[src/csie_defs.vh]
// What this block does
// - the 32 working registers answer at data addresses 0 to 31
// - registers 26..31 pair into three 16-bit pointers, odd one high
// - stack grows down; byte push decrements, byte pop increments by one
// - call or interrupt entry pushes two return bytes, pointer minus two
// - subroutine or interrupt return pops two bytes, pointer plus two
// - stack pointer is two 8-bit I/O registers resetting to top of SRAM
// - interrupt taken only with its own enable and global enable set
// - lower vector wins; reset first, external request zero next
// - entry clears global enable; handler may set it again to nest
// - taking a flag interrupt vectors the PC and clears that flag
// - writing one to a flag bit clears it; zero leaves it alone
// - flags raised while disabled stay pending, then serve by priority
// - level sources request only while their condition is present
// - after interrupt return one main instruction runs before another entry
// - status register is neither saved nor restored by hardware
// - global clear acts at once, even on a request in the same cycle
// - after global set, the following instruction runs before any entry
// - entry takes four cycles pushing the PC, and loads the vector into the PC in the fourth
// - a multi-cycle instruction finishes before entry begins
// - wake from sleep adds four cycles to the entry response
// - interrupt return takes four cycles, pops PC, SP plus two, sets enable
// - global interrupt enable is bit 7 of the status register
`ifndef CSIE_DEFS_VH
`define CSIE_DEFS_VH
`define CSIE_NSRC 8
`define CSIE_DS_IO_BASE 16'h0020
`define CSIE_PTR_A_LO 5'h1a
`define CSIE_PTR_B_LO 5'h1c
`define CSIE_PTR_C_LO 5'h1e
`define CSIE_IO_FLAG 6'h3b
`define CSIE_IO_EN 6'h3c
`define CSIE_IO_SPL 6'h3d
`define CSIE_IO_SPH 6'h3e
`define CSIE_IO_CPU_FLAGS_REG 6'h3f
`define CSIE_LAST_SRAM 16'h02ff
`define CSIE_CPU_FLAGS_REG_RST 8'h00
`define CSIE_FLAG_RST 8'h00
`define CSIE_EN_RST 8'h00
`define CSIE_GIE_BIT 7
`define CSIE_ENTRY_CYC 4'h4
`define CSIE_SLEEP_CYC 4'h4
`define CSIE_IRQ_EXIT_OP_CYC 4'h4
`endif

[src/csie_prio.v]
`timescale 1ns/1ps
module csie_prio (
	req,
	any,
	idx
);
	input wire [7:0] req;
	output reg any;
	output reg [2:0] idx;
	integer i;
	// lowest index has the lowest vector address and so wins
	always @* begin
		any = 1'b0;
		idx = 3'h0;
		for (i = 7; i >= 0; i = i - 1) begin
			if (req[i]) begin
				any = 1'b1;
				idx = i[2:0];
			end
		end
	end
endmodule

[src/csie_core.v]
`timescale 1ns/1ps
`include "csie_defs.vh"
module csie_core #(
	parameter [7:0] LEVEL_SRC = 8'h00,
	parameter [15:0] VEC_STRIDE = 16'h0002,
	parameter [15:0] LAST_SRAM = `CSIE_LAST_SRAM
) (
	input wire mclk,
	input wire sys_rst,
	input wire [7:0] srcEvent,
	input wire [7:0] srcLevel,
	input wire instBoundary,
	input wire sleeping,
	input wire opPush,
	input wire opPop,
	input wire opCall,
	input wire opRet,
	input wire opReti,
	input wire opCli,
	input wire opSei,
	input wire [7:0] pushData,
	input wire [15:0] pcIn,
	input wire rfWe,
	input wire [4:0] rfWaddr,
	input wire [7:0] rfWdata,
	input wire [4:0] rfRaddr,
	output reg [7:0] rfRdataQ,
	input wire ptrStep,
	input wire [1:0] ptrSel,
	input wire ptrDown,
	output wire [15:0] ptrA,
	output wire [15:0] ptrB,
	output wire [15:0] ptrC,
	input wire dsWe,
	input wire dsRe,
	input wire [15:0] dsAddr,
	input wire [7:0] dsWdata,
	output reg [7:0] dsRdataQ,
	output reg dsHitQ,
	input wire ioWe,
	input wire ioRe,
	input wire [5:0] ioAddr,
	input wire [7:0] ioWdata,
	output reg [7:0] ioRdataQ,
	output reg memWeQ,
	output reg memReQ,
	output reg [15:0] memAddrQ,
	output reg [7:0] memWdataQ,
	input wire [7:0] memRdata,
	output reg pcLoadQ,
	output reg [15:0] pcNewQ,
	output reg seqDoneQ,
	output reg busyQ,
	output reg irqTakenQ,
	output reg irqPendQ,
	output reg gieQ
);
	localparam [1:0] ST_IDLE = 2'h0;
	localparam [1:0] ST_PUSH = 2'h1;
	localparam [1:0] ST_POP = 2'h2;

	reg [7:0] rf [0:31];
	reg [15:0] spQ, spD;
	reg [7:0] sregQ, sregD;
	reg [7:0] flagQ, flagD;
	reg [7:0] enQ, enD;
	reg [1:0] stQ, stD;
	reg [3:0] cntQ, cntD;
	reg irqKindQ, irqKindD;
	reg [15:0] pcSaveQ, pcSaveD;
	reg [7:0] hiQ, hiD;
	reg [2:0] vecIdxQ, vecIdxD;
	reg memWeD, memReD, pcLoadD, seqDoneD, irqTakenD;
	reg [15:0] memAddrD, pcNewD;
	reg [7:0] memWdataD;

	// add or subtract a small step on a 16-bit pointer
	function [15:0] step16;
		input [15:0] v;
		input down;
		input [1:0] n;
		begin
			if (down)
				step16 = v - {14'h0000, n};
			else
				step16 = v + {14'h0000, n};
		end
	endfunction

	wire [7:0] reqVec;
	wire [7:0] armed;
	wire anyReq;
	wire [2:0] pickIdx;
	wire take;
	wire [4:0] ptrLo;
	wire [4:0] ptrHi;
	wire [15:0] ptrCur;
	wire [15:0] ptrNext;
	wire dsInRf;

	// level sources bypass the flag and vanish with their condition
	assign reqVec = (LEVEL_SRC & srcLevel) | (~LEVEL_SRC & flagQ);
	assign armed = reqVec & enQ;

	csie_prio u_prio (
		.req(armed),
		.any(anyReq),
		.idx(pickIdx)
	);

	// only at an instruction end, never during a sequence, and the old
	// enable is used so a same-cycle set still lets the next instruction run
	assign take = (stQ == ST_IDLE) & instBoundary & anyReq
		& sregQ[`CSIE_GIE_BIT]
		& ~opCli;

	assign ptrLo = `CSIE_PTR_A_LO + {2'b00, ptrSel, 1'b0};
	assign ptrHi = ptrLo + 5'h01;
	assign ptrCur = {rf[ptrHi], rf[ptrLo]};
	assign ptrNext = step16(ptrCur, ptrDown, 2'h1);
	assign ptrA = {rf[`CSIE_PTR_A_LO + 5'h01], rf[`CSIE_PTR_A_LO]};
	assign ptrB = {rf[`CSIE_PTR_B_LO + 5'h01], rf[`CSIE_PTR_B_LO]};
	assign ptrC = {rf[`CSIE_PTR_C_LO + 5'h01], rf[`CSIE_PTR_C_LO]};
	assign dsInRf = (dsAddr < `CSIE_DS_IO_BASE);

	always @(posedge mclk) begin
		if (rfWe)
			rf[rfWaddr] <= rfWdata;
		if (dsWe && dsInRf)
			rf[dsAddr[4:0]] <= dsWdata;
		if (ptrStep) begin
			rf[ptrLo] <= ptrNext[7:0];
			rf[ptrHi] <= ptrNext[15:8];
		end
		rfRdataQ <= rf[rfRaddr];
		dsRdataQ <= (dsRe && dsInRf) ? rf[dsAddr[4:0]] : 8'h00;
	end

	always @* begin
		spD = spQ;
		sregD = sregQ;
		flagD = flagQ;
		enD = enQ;
		stD = stQ;
		cntD = cntQ;
		irqKindD = irqKindQ;
		pcSaveD = pcSaveQ;
		hiD = hiQ;
		vecIdxD = vecIdxQ;
		memWeD = 1'b0;
		memReD = 1'b0;
		memAddrD = memAddrQ;
		memWdataD = memWdataQ;
		pcLoadD = 1'b0;
		pcNewD = pcNewQ;
		seqDoneD = 1'b0;
		irqTakenD = 1'b0;

		if (ioWe) begin
			case (ioAddr)
				`CSIE_IO_SPL: spD[7:0] = ioWdata;
				`CSIE_IO_SPH: spD[15:8] = ioWdata;
				`CSIE_IO_CPU_FLAGS_REG: sregD = ioWdata;
				`CSIE_IO_FLAG: flagD = flagQ & ~ioWdata;
				`CSIE_IO_EN: enD = ioWdata;
				default: spD = spD;
			endcase
		end
		if (opCli)
			sregD[`CSIE_GIE_BIT] = 1'b0;
		if (opSei)
			sregD[`CSIE_GIE_BIT] = 1'b1;

		case (stQ)
			ST_IDLE: begin
				if (take) begin
					// only the I bit changes; other status bits are the
					// handler's to save
					sregD[`CSIE_GIE_BIT] = 1'b0;
					if (!LEVEL_SRC[pickIdx])
						flagD[pickIdx] = 1'b0;
					vecIdxD = pickIdx;
					pcSaveD = pcIn;
					irqKindD = 1'b1;
					irqTakenD = 1'b1;
					stD = ST_PUSH;
					if (sleeping)
						cntD = `CSIE_ENTRY_CYC + `CSIE_SLEEP_CYC - 4'h1;
					else
						cntD = `CSIE_ENTRY_CYC - 4'h1;
				end else if (opCall) begin
					pcSaveD = pcIn;
					irqKindD = 1'b0;
					stD = ST_PUSH;
					cntD = `CSIE_ENTRY_CYC - 4'h1;
				end else if (opRet || opReti) begin
					irqKindD = opReti;
					stD = ST_POP;
					cntD = `CSIE_IRQ_EXIT_OP_CYC - 4'h1;
				end else if (opPush) begin
					memWeD = 1'b1;
					memAddrD = spQ;
					memWdataD = pushData;
					spD = step16(spQ, 1'b1, 2'h1);
				end else if (opPop) begin
					memReD = 1'b1;
					memAddrD = step16(spQ, 1'b0, 2'h1);
					spD = step16(spQ, 1'b0, 2'h1);
				end
			end
			ST_PUSH: begin
				cntD = cntQ - 4'h1;
				if (cntQ == 4'h3) begin
					memWeD = 1'b1;
					memAddrD = spQ;
					memWdataD = pcSaveQ[7:0];
				end
				if (cntQ == 4'h2) begin
					memWeD = 1'b1;
					memAddrD = step16(spQ, 1'b1, 2'h1);
					memWdataD = pcSaveQ[15:8];
					spD = step16(spQ, 1'b1, 2'h2);
				end
				if (cntQ == 4'h0) begin
					stD = ST_IDLE;
					seqDoneD = 1'b1;
					if (irqKindQ) begin
						pcLoadD = 1'b1;
						pcNewD = ({13'h0000, vecIdxQ} + 16'h0001) * VEC_STRIDE;
					end
				end
			end
			ST_POP: begin
				cntD = cntQ - 4'h1;
				if (cntQ == 4'h3) begin
					memReD = 1'b1;
					memAddrD = step16(spQ, 1'b0, 2'h1);
				end
				if (cntQ == 4'h2) begin
					memReD = 1'b1;
					memAddrD = step16(spQ, 1'b0, 2'h2);
					spD = step16(spQ, 1'b0, 2'h2);
				end
				if (cntQ == 4'h1)
					hiD = memRdata;
				if (cntQ == 4'h0) begin
					// the sequencer resumes at this PC and must finish that
					// instruction before the next boundary can take
					stD = ST_IDLE;
					seqDoneD = 1'b1;
					pcLoadD = 1'b1;
					pcNewD = {hiQ, memRdata};
					if (irqKindQ)
						sregD[`CSIE_GIE_BIT] = 1'b1;
				end
			end
			default: stD = ST_IDLE;
		endcase

		// a new event wins over any clear in the same cycle
		flagD = flagD | (srcEvent & ~LEVEL_SRC);
	end

	always @(posedge mclk) begin
		if (sys_rst) begin
			spQ <= LAST_SRAM;
			sregQ <= `CSIE_CPU_FLAGS_REG_RST;
			flagQ <= `CSIE_FLAG_RST;
			enQ <= `CSIE_EN_RST;
			stQ <= ST_IDLE;
			cntQ <= 4'h0;
			irqKindQ <= 1'b0;
			pcSaveQ <= 16'h0000;
			hiQ <= 8'h00;
			vecIdxQ <= 3'h0;
			memWeQ <= 1'b0;
			memReQ <= 1'b0;
			memAddrQ <= 16'h0000;
			memWdataQ <= 8'h00;
			pcLoadQ <= 1'b0;
			pcNewQ <= 16'h0000;
			seqDoneQ <= 1'b0;
			busyQ <= 1'b0;
			irqTakenQ <= 1'b0;
			irqPendQ <= 1'b0;
			gieQ <= 1'b0;
			ioRdataQ <= 8'h00;
			dsHitQ <= 1'b0;
		end else begin
			spQ <= spD;
			sregQ <= sregD;
			flagQ <= flagD;
			enQ <= enD;
			stQ <= stD;
			cntQ <= cntD;
			irqKindQ <= irqKindD;
			pcSaveQ <= pcSaveD;
			hiQ <= hiD;
			vecIdxQ <= vecIdxD;
			memWeQ <= memWeD;
			memReQ <= memReD;
			memAddrQ <= memAddrD;
			memWdataQ <= memWdataD;
			pcLoadQ <= pcLoadD;
			pcNewQ <= pcNewD;
			seqDoneQ <= seqDoneD;
			busyQ <= (stD != ST_IDLE);
			irqTakenQ <= irqTakenD;
			// enabled request regardless of global enable, used to wake
			irqPendQ <= |armed;
			gieQ <= sregD[`CSIE_GIE_BIT];
			dsHitQ <= dsRe & dsInRf;
			if (ioRe) begin
				case (ioAddr)
					`CSIE_IO_SPL: ioRdataQ <= spQ[7:0];
					`CSIE_IO_SPH: ioRdataQ <= spQ[15:8];
					`CSIE_IO_CPU_FLAGS_REG: ioRdataQ <= sregQ;
					`CSIE_IO_FLAG: ioRdataQ <= reqVec;
					`CSIE_IO_EN: ioRdataQ <= enQ;
					default: ioRdataQ <= 8'h00;
				endcase
			end else begin
				ioRdataQ <= 8'h00;
			end
		end
	end
endmodule

[config.mk]
export PLATFORM = sky130hd
export DESIGN_NAME = csie_core
export DESIGN_NICKNAME = d
export VERILOG_FILES = /design/src/csie_prio.v /design/src/csie_core.v
export VERILOG_INCLUDE_DIRS = /design/src
export SDC_FILE = /design/constraint.sdc
export NUM_CORES = 1
export LEC_CHECK = 0
export BUFFER_PORTS_ARGS = -buffer_cell sky130_fd_sc_hd__buf_4
export CAP_MARGIN = 20
export CORE_MARGIN = 3
export CORE_UTILIZATION = 45
export CTS_CLUSTER_DIAMETER = 150
export DETAILED_ROUTE_END_ITERATION = 8
export PLACE_DENSITY_LB_ADDON = 0.12
export RECOVER_POWER = 100
export REMOVE_ABC_BUFFERS = 1
export SLEW_MARGIN = 25
export SYNTH_ARGS = -nofsm -noshare
export SYNTH_HDL_FRONTEND = slang
export SYNTH_SLANG_ARGS = --single-unit
[constraint.sdc]
create_clock -name mclk -period 14.12 [get_ports mclk]
set_input_delay 0.706 -clock mclk [delete_from_list [all_inputs] [get_ports mclk]]
set_output_delay 0.706 -clock mclk [all_outputs]
set_load 0.03 [all_outputs]
; ---- Word-level counts from Yosys, hierarchy flattened
; Memories as Yosys holds them, arrays and structs flattened. A register that Yosys moved wholly into a read port is not among the register bits.
; Index checks and enable logic that the tools add are counted.
[totals]
regBits = 130
latch_bits = 0
mem_bits_rw = 256
rom_bits = 8
input_bits = 124
out_inout_bits = 121
word_cells = 208
mem_count = 2
[op_classes]
n_addsub = 10
mul = 0
div_mod_pow = 0
order_cmp = 3
eq_ne = 21
shifts = 0
mux = 105
n_bitwise = 15
n_reduce_logical = 29
[memory_table]
columns = memory, depth, width, read_ports, rd_ports_with_merged_regs, wr, line_no
row1 = rf, 32, 8, 10, 2, 4, csie_core.v:62  ; reg [7:0] rf [0:31];
row2 = (name not given), 8, 1, 1, 0, 0, csie_core.v:180  ; if (!LEVEL_SRC[pickIdx])
[op_table]
columns = op, count
row1 = $mux 16, 23
row2 = $mux 8, 15
row3 = $pmux 16 s3, 2
row4 = $pmux 8 s5, 1
row5 = $mux 1, 39
row6 = $add 16x1->16 const B, 2
row7 = $pmux 16 s2, 1
row8 = $sub 16x1->16 const B, 2
row9 = $eq 6x6->1 const B, 5
row10 = $mux 3, 9
row11 = $and 8x8->8, 3
row12 = $add 16x2->16 const B, 1
row13 = $lt 16x6->1 const B, 1
row14 = $not 8->8, 2
row15 = $pmux 8 s2, 1
row16 = $sub 16x2->16 const B, 1
row17 = $ne 2x2->1 const B, 7
row18 = $reduce_and 2->1, 7
row19 = $mux 4, 3
row20 = $reduce_bool 2->1, 5
row21 = $ne 3x3->1 const B, 3
row22 = $eq 4x2->1 const B, 2
row23 = $mux 2, 4
row24 = $or 8x8->8, 1
row25 = other kinds (27), 43

; ---- Depth between registers and ports, before layout
[logic_depth]
word_depth = 19
depth_mapped = 17
ltp_nobuf = 13

; ---- Hierarchy
; Synthesis repeated with hierarchy kept, for this count alone.
[hier_totals]
hier_cells = 2529
hier_area_um2 = 27118.5
[modules_own_cells]
columns = mod, instances, cells_each, area_each_um2, seq_area_each_um2
row1 = csie_core, 1, 2516, 27038.4, 10610.2
row2 = csie_prio, 1, 13, 80.1, 0.0

; ---- Worst setup path before layout
; No wires, ideal clock.
[synth_timing]
kind = input port to flip-flop
from = input port ptrSel[0]
to = memory rf[1][6] (data pin)
setup_time_ns = 0.281
arrival_ns = 4.908
required_time_ns = 13.839
slack_ns = 8.932
stages = 16
n_path_buf = 5
cell_sequence = buf_6 > buf_1 > inv_1 > ha_1 > clkbuf_1 > clkbuf_1 > mux4_2 > mux2_2 > ha_1 > clkbuf_1 > and3_1 > a211oi_1 > o221ai_1 > and4_1 > a211oi_1 > o21ai_0
[synth_rtl]
columns = item, line_no
row1 = start: declaration, csie_core.v:29  ; input wire [1:0] ptrSel,
row2 = end: declaration, csie_core.v:62

==> results.txt <==
uppermost routed layer - met5
CTS tree - done
Area growth, synth to finish - 11.8%
clk_lat worst skew - 0.60 ns
violated checks - capacitance limit, slew limit
Least-Margin Pin Slew - 3.84 ns
drt total wl - 97800 µm
Vert. Die Dim - 250 µm
number of I/O pins - 245
Worst setup SP type - primary input
Syn Std Cell Area - 26800 µm²
Fin. Hold Viols - 0
core footprint - 58400 µm²
max-slew violations - 518
clock buffer depth - 3
DRC Markers - 0
Fill cells - 5325
Warnings, synthesis - 0
CTS clk-pin slew, worst paths - 0.06 ns
CTS buffer count - 47
multi-input gate area in the final layout - 15200 µm²
Lkg Pwr - 0.0101 µW
htree depth - 2
worst-path maximum fanout - 40
DRT antenna net count - 0
clock sink count - 402
first-pass GRT wire length - 142000 µm
CP endpoint kind - flip-flop
final setup fails - 0
DP Worst Slack - 7.94 ns
Critical path origin - ptrSel[0]
most used flip-flop cell after synthesis - edfxtp_1
DRT met1 WL - 36500 µm
most frequent cells in the layout - 256 x edfxtp_1, 248 x nand2_1, 205 x mux2_2
# port buffers - 236
Root Buffer - clkbuf_16
GPL Wtd Cong - 0.941
hpwl dp - 65800 µm
layout cells sized above 1 - 23.6%
Detailed Routing Iterations Pass 1 - 6
Worst Skew - 0.0234 ns
critical path type - primary input to flip-flop
achievable clock frequency - 110 MHz
status - finished with violations
Reg2Reg Depth - 10
sequential element share of the synthesized area - 39.6%
via count - 22430
slew margin rel. - -156%
width of the die - 250 µm
fin crit period - 9.07 ns
Peak VDD IR - 0.0000929 V
Seq. cell area - 10600 µm²
Pwr Density - 113 nW/µm²
CP required - 14.39 ns
# rows - 88
commonest non-fill, non-tap cell in the layout - edfxtp_1
Met3 Routed Length - 8560 µm
period utilization - 64.3%
Iter 0 DRT Violations - 2560
HP Class - primary input to flip-flop
wire per inst - 28.8 µm
setup repair after global routing missed its margin - false
die outline area - 62500 µm²
Layout Nets - 2756
Post-synth ARST share - 0%
Overall Global Routing Usage - 30.1%
Synth Instances - 2494
largest net degree at the start of global routing - 65
#FFs+latches synth - 402
Initial Util - 45.9%
CP arrival - 9.34 ns
worst flop-to-flop path endpoint - rf[1][6]$_DFFE_PP_
Mean Syn Cell Area - 10.7 µm²
Max-Cap Viols - 14
Via-to-Cell Ratio - 6.59
hold path depth - 3
number of global-route vias before repair - 21535
cts repair resizes - 0
initial antenna violation count - 1
Setup crit end - rf[1][6]$_DFFE_PP_
synth unique cells - 84
grt ovf - 0
met2 wire len - 46400 µm
Reg2Reg Setup Slack - 9.27 ns
worst reg2reg path startpoint - rf[30][0]$_DFFE_PP_
Setup Buffers After CTS - 0
Post-synth EDFFs - 256
fin worst setup slack - 5.05 ns
CTS hold repair buffers - 0
setup tns final - 0 ns
layout make-up:
cell class | count | area share (%)
Sequential cell | 402 | 35.4
Clock buffer | 79 | 4.80
Clock inverter | 8 | 0.300
Multi-Input combinational cell | 1827 | 50.7
Tap cell | 765 | 3.19
Inverter | 30 | 0.376
Timing Repair Buffer | 290 | 5.27
Antenna cell | 1 | 0.00835
through the flow:
| stage | cells | total power [µW] | cell area (µm²) | hold WS (ns) | utilization, % |
|---|---|---|---|---|---|
| 4_1_cts | 3400 | 3410 | 30700 | 0.300 | 52.5 |
| 2_1_floorplan | 2259 | 1830 | 25900 | 0.430 | - |
| 3_5_place_dp | 3313 | 2180 | 29100 | 0.448 | 49.9 |
| 3_3_place_gp | 3312 | 2160 | 29100 | 0.442 | 49.8 |
| 6_report | 3402 | 3380 | 30000 | 0.335 | 51.4 |
| 5_1_grt | 3401 | 3500 | 30000 | 0.349 | 51.4 |
report_power, final:
part	internal (µW)	total [µW]	switching, µW	leakage [µW]
Sequential	1300	1360	60.0	0.00351
Combinational	276	786	509	0.00581
Clock	726	1230	508	0.000751
Yosys cell counts (7+ instances only):
cell	n	share of area, %
mux2_2	208	8.7
nor2_1	193	2.7
inv_1	29	0.41
a22oi_1	38	1.1
a21o_1	7	0.20
dfxtp_1	146	11
nor4_1	16	0.37
xor2_1	28	0.91
a211oi_1	8	0.22
nor2_2	8	0.19
o211ai_1	23	0.64
a31oi_1	17	0.40
nand4_1	17	0.40
o22ai_1	21	0.49
mux4_2	177	15
xnor2_1	35	1.1
a221oi_1	13	0.42
or2_2	7	0.16
or3_1	14	0.33
and3_1	14	0.33
edfxtp_1	256	29
a21oi_1	180	3.4
nor3_1	38	0.71
ha_1	33	1.5
nand3b_1	10	0.28
o221ai_1	19	0.62
nand3_1	51	0.95
and2_1	12	0.28
or3b_2	8	0.26
buf_1	34	0.48
a311o_1	9	0.34
clkbuf_1	195	2.7
nor2b_1	12	0.28
a222oi_1	9	0.34
o21ai_0	111	2.1
mux2i_1	115	4.3
nand2_1	248	3.5
and4_1	8	0.26
o21ai_1	10	0.19
a22o_1	12	0.39
a211o_1	7	0.23
per-layer routing:
metal  up-vias  global-route usage, %
li1       9802                      -
met1     11097                   37.8
met2      1257                   49.3
met3       272                   5.50
met4         2                   17.0
met5         -                      0
cells by family (layout without fill, tap and decap cells):
kind of cell | count (synthesis) | in the layout | share of synthesized area (%)
buffers and inverters | 265 | 407 | 3.76
adders and majority gates | 34 | 34 | 1.61
xor gates and xnor gates | 63 | 63 | 2.06
AOI/OAI and AO/OA | 550 | 550 | 13.3
and+or+nand+nor | 679 | 679 | 11.7
other | 0 | 1 | 0
muxes | 501 | 501 | 28.0
DFF | 402 | 402 | 39.6
critical path: stages:
cell and delay [ns]:
clkbuf_1 2.33, inv_1 0.29, ha_1 0.45, clkbuf_1 1.78, mux2i_1 1.10, fa_1 0.38
inv_1 0.05, a21o_1 0.20, a211oi_1 0.50, o221ai_1 0.30, and4_1 0.26, a211oi_2 0.74
o21ai_0 0.22
worst min path at each step:
stage | start | end
floorplan | sregQ[0]$_SDFFE_PP0P_ | sregQ[0]$_SDFFE_PP0P_
global placement | sregQ[6]$_SDFFE_PP0P_ | sregQ[6]$_SDFFE_PP0P_
detailed placement | sregQ[6]$_SDFFE_PP0P_ | sregQ[6]$_SDFFE_PP0P_
CTS | srcEvent[7] | flagQ[7]$_SDFF_PP0_
global route | srcEvent[0] | flagQ[0]$_SDFF_PP0_
finish | srcEvent[3] | flagQ[3]$_SDFF_PP0_
state kept, by name, summed over array words and instances (netlist names), 2 cells and up:
| register | cells |
|---|---|
| pcNewQ | 16 |
| vecIdxQ | 3 |
| sregQ | 8 |
| rfRdataQ | 8 |
| pcSaveQ | 16 |
| cntQ | 4 |
| dsRdataQ | 8 |
| spQ | 16 |
| hiQ | 8 |
| enQ | 8 |
| rf | 256 |
| memAddrQ | 16 |
| stQ | 2 |
| ioRdataQ | 8 |
| flagQ | 8 |
| memWdataQ | 8 |
Power figures use the tool's default switching activity.
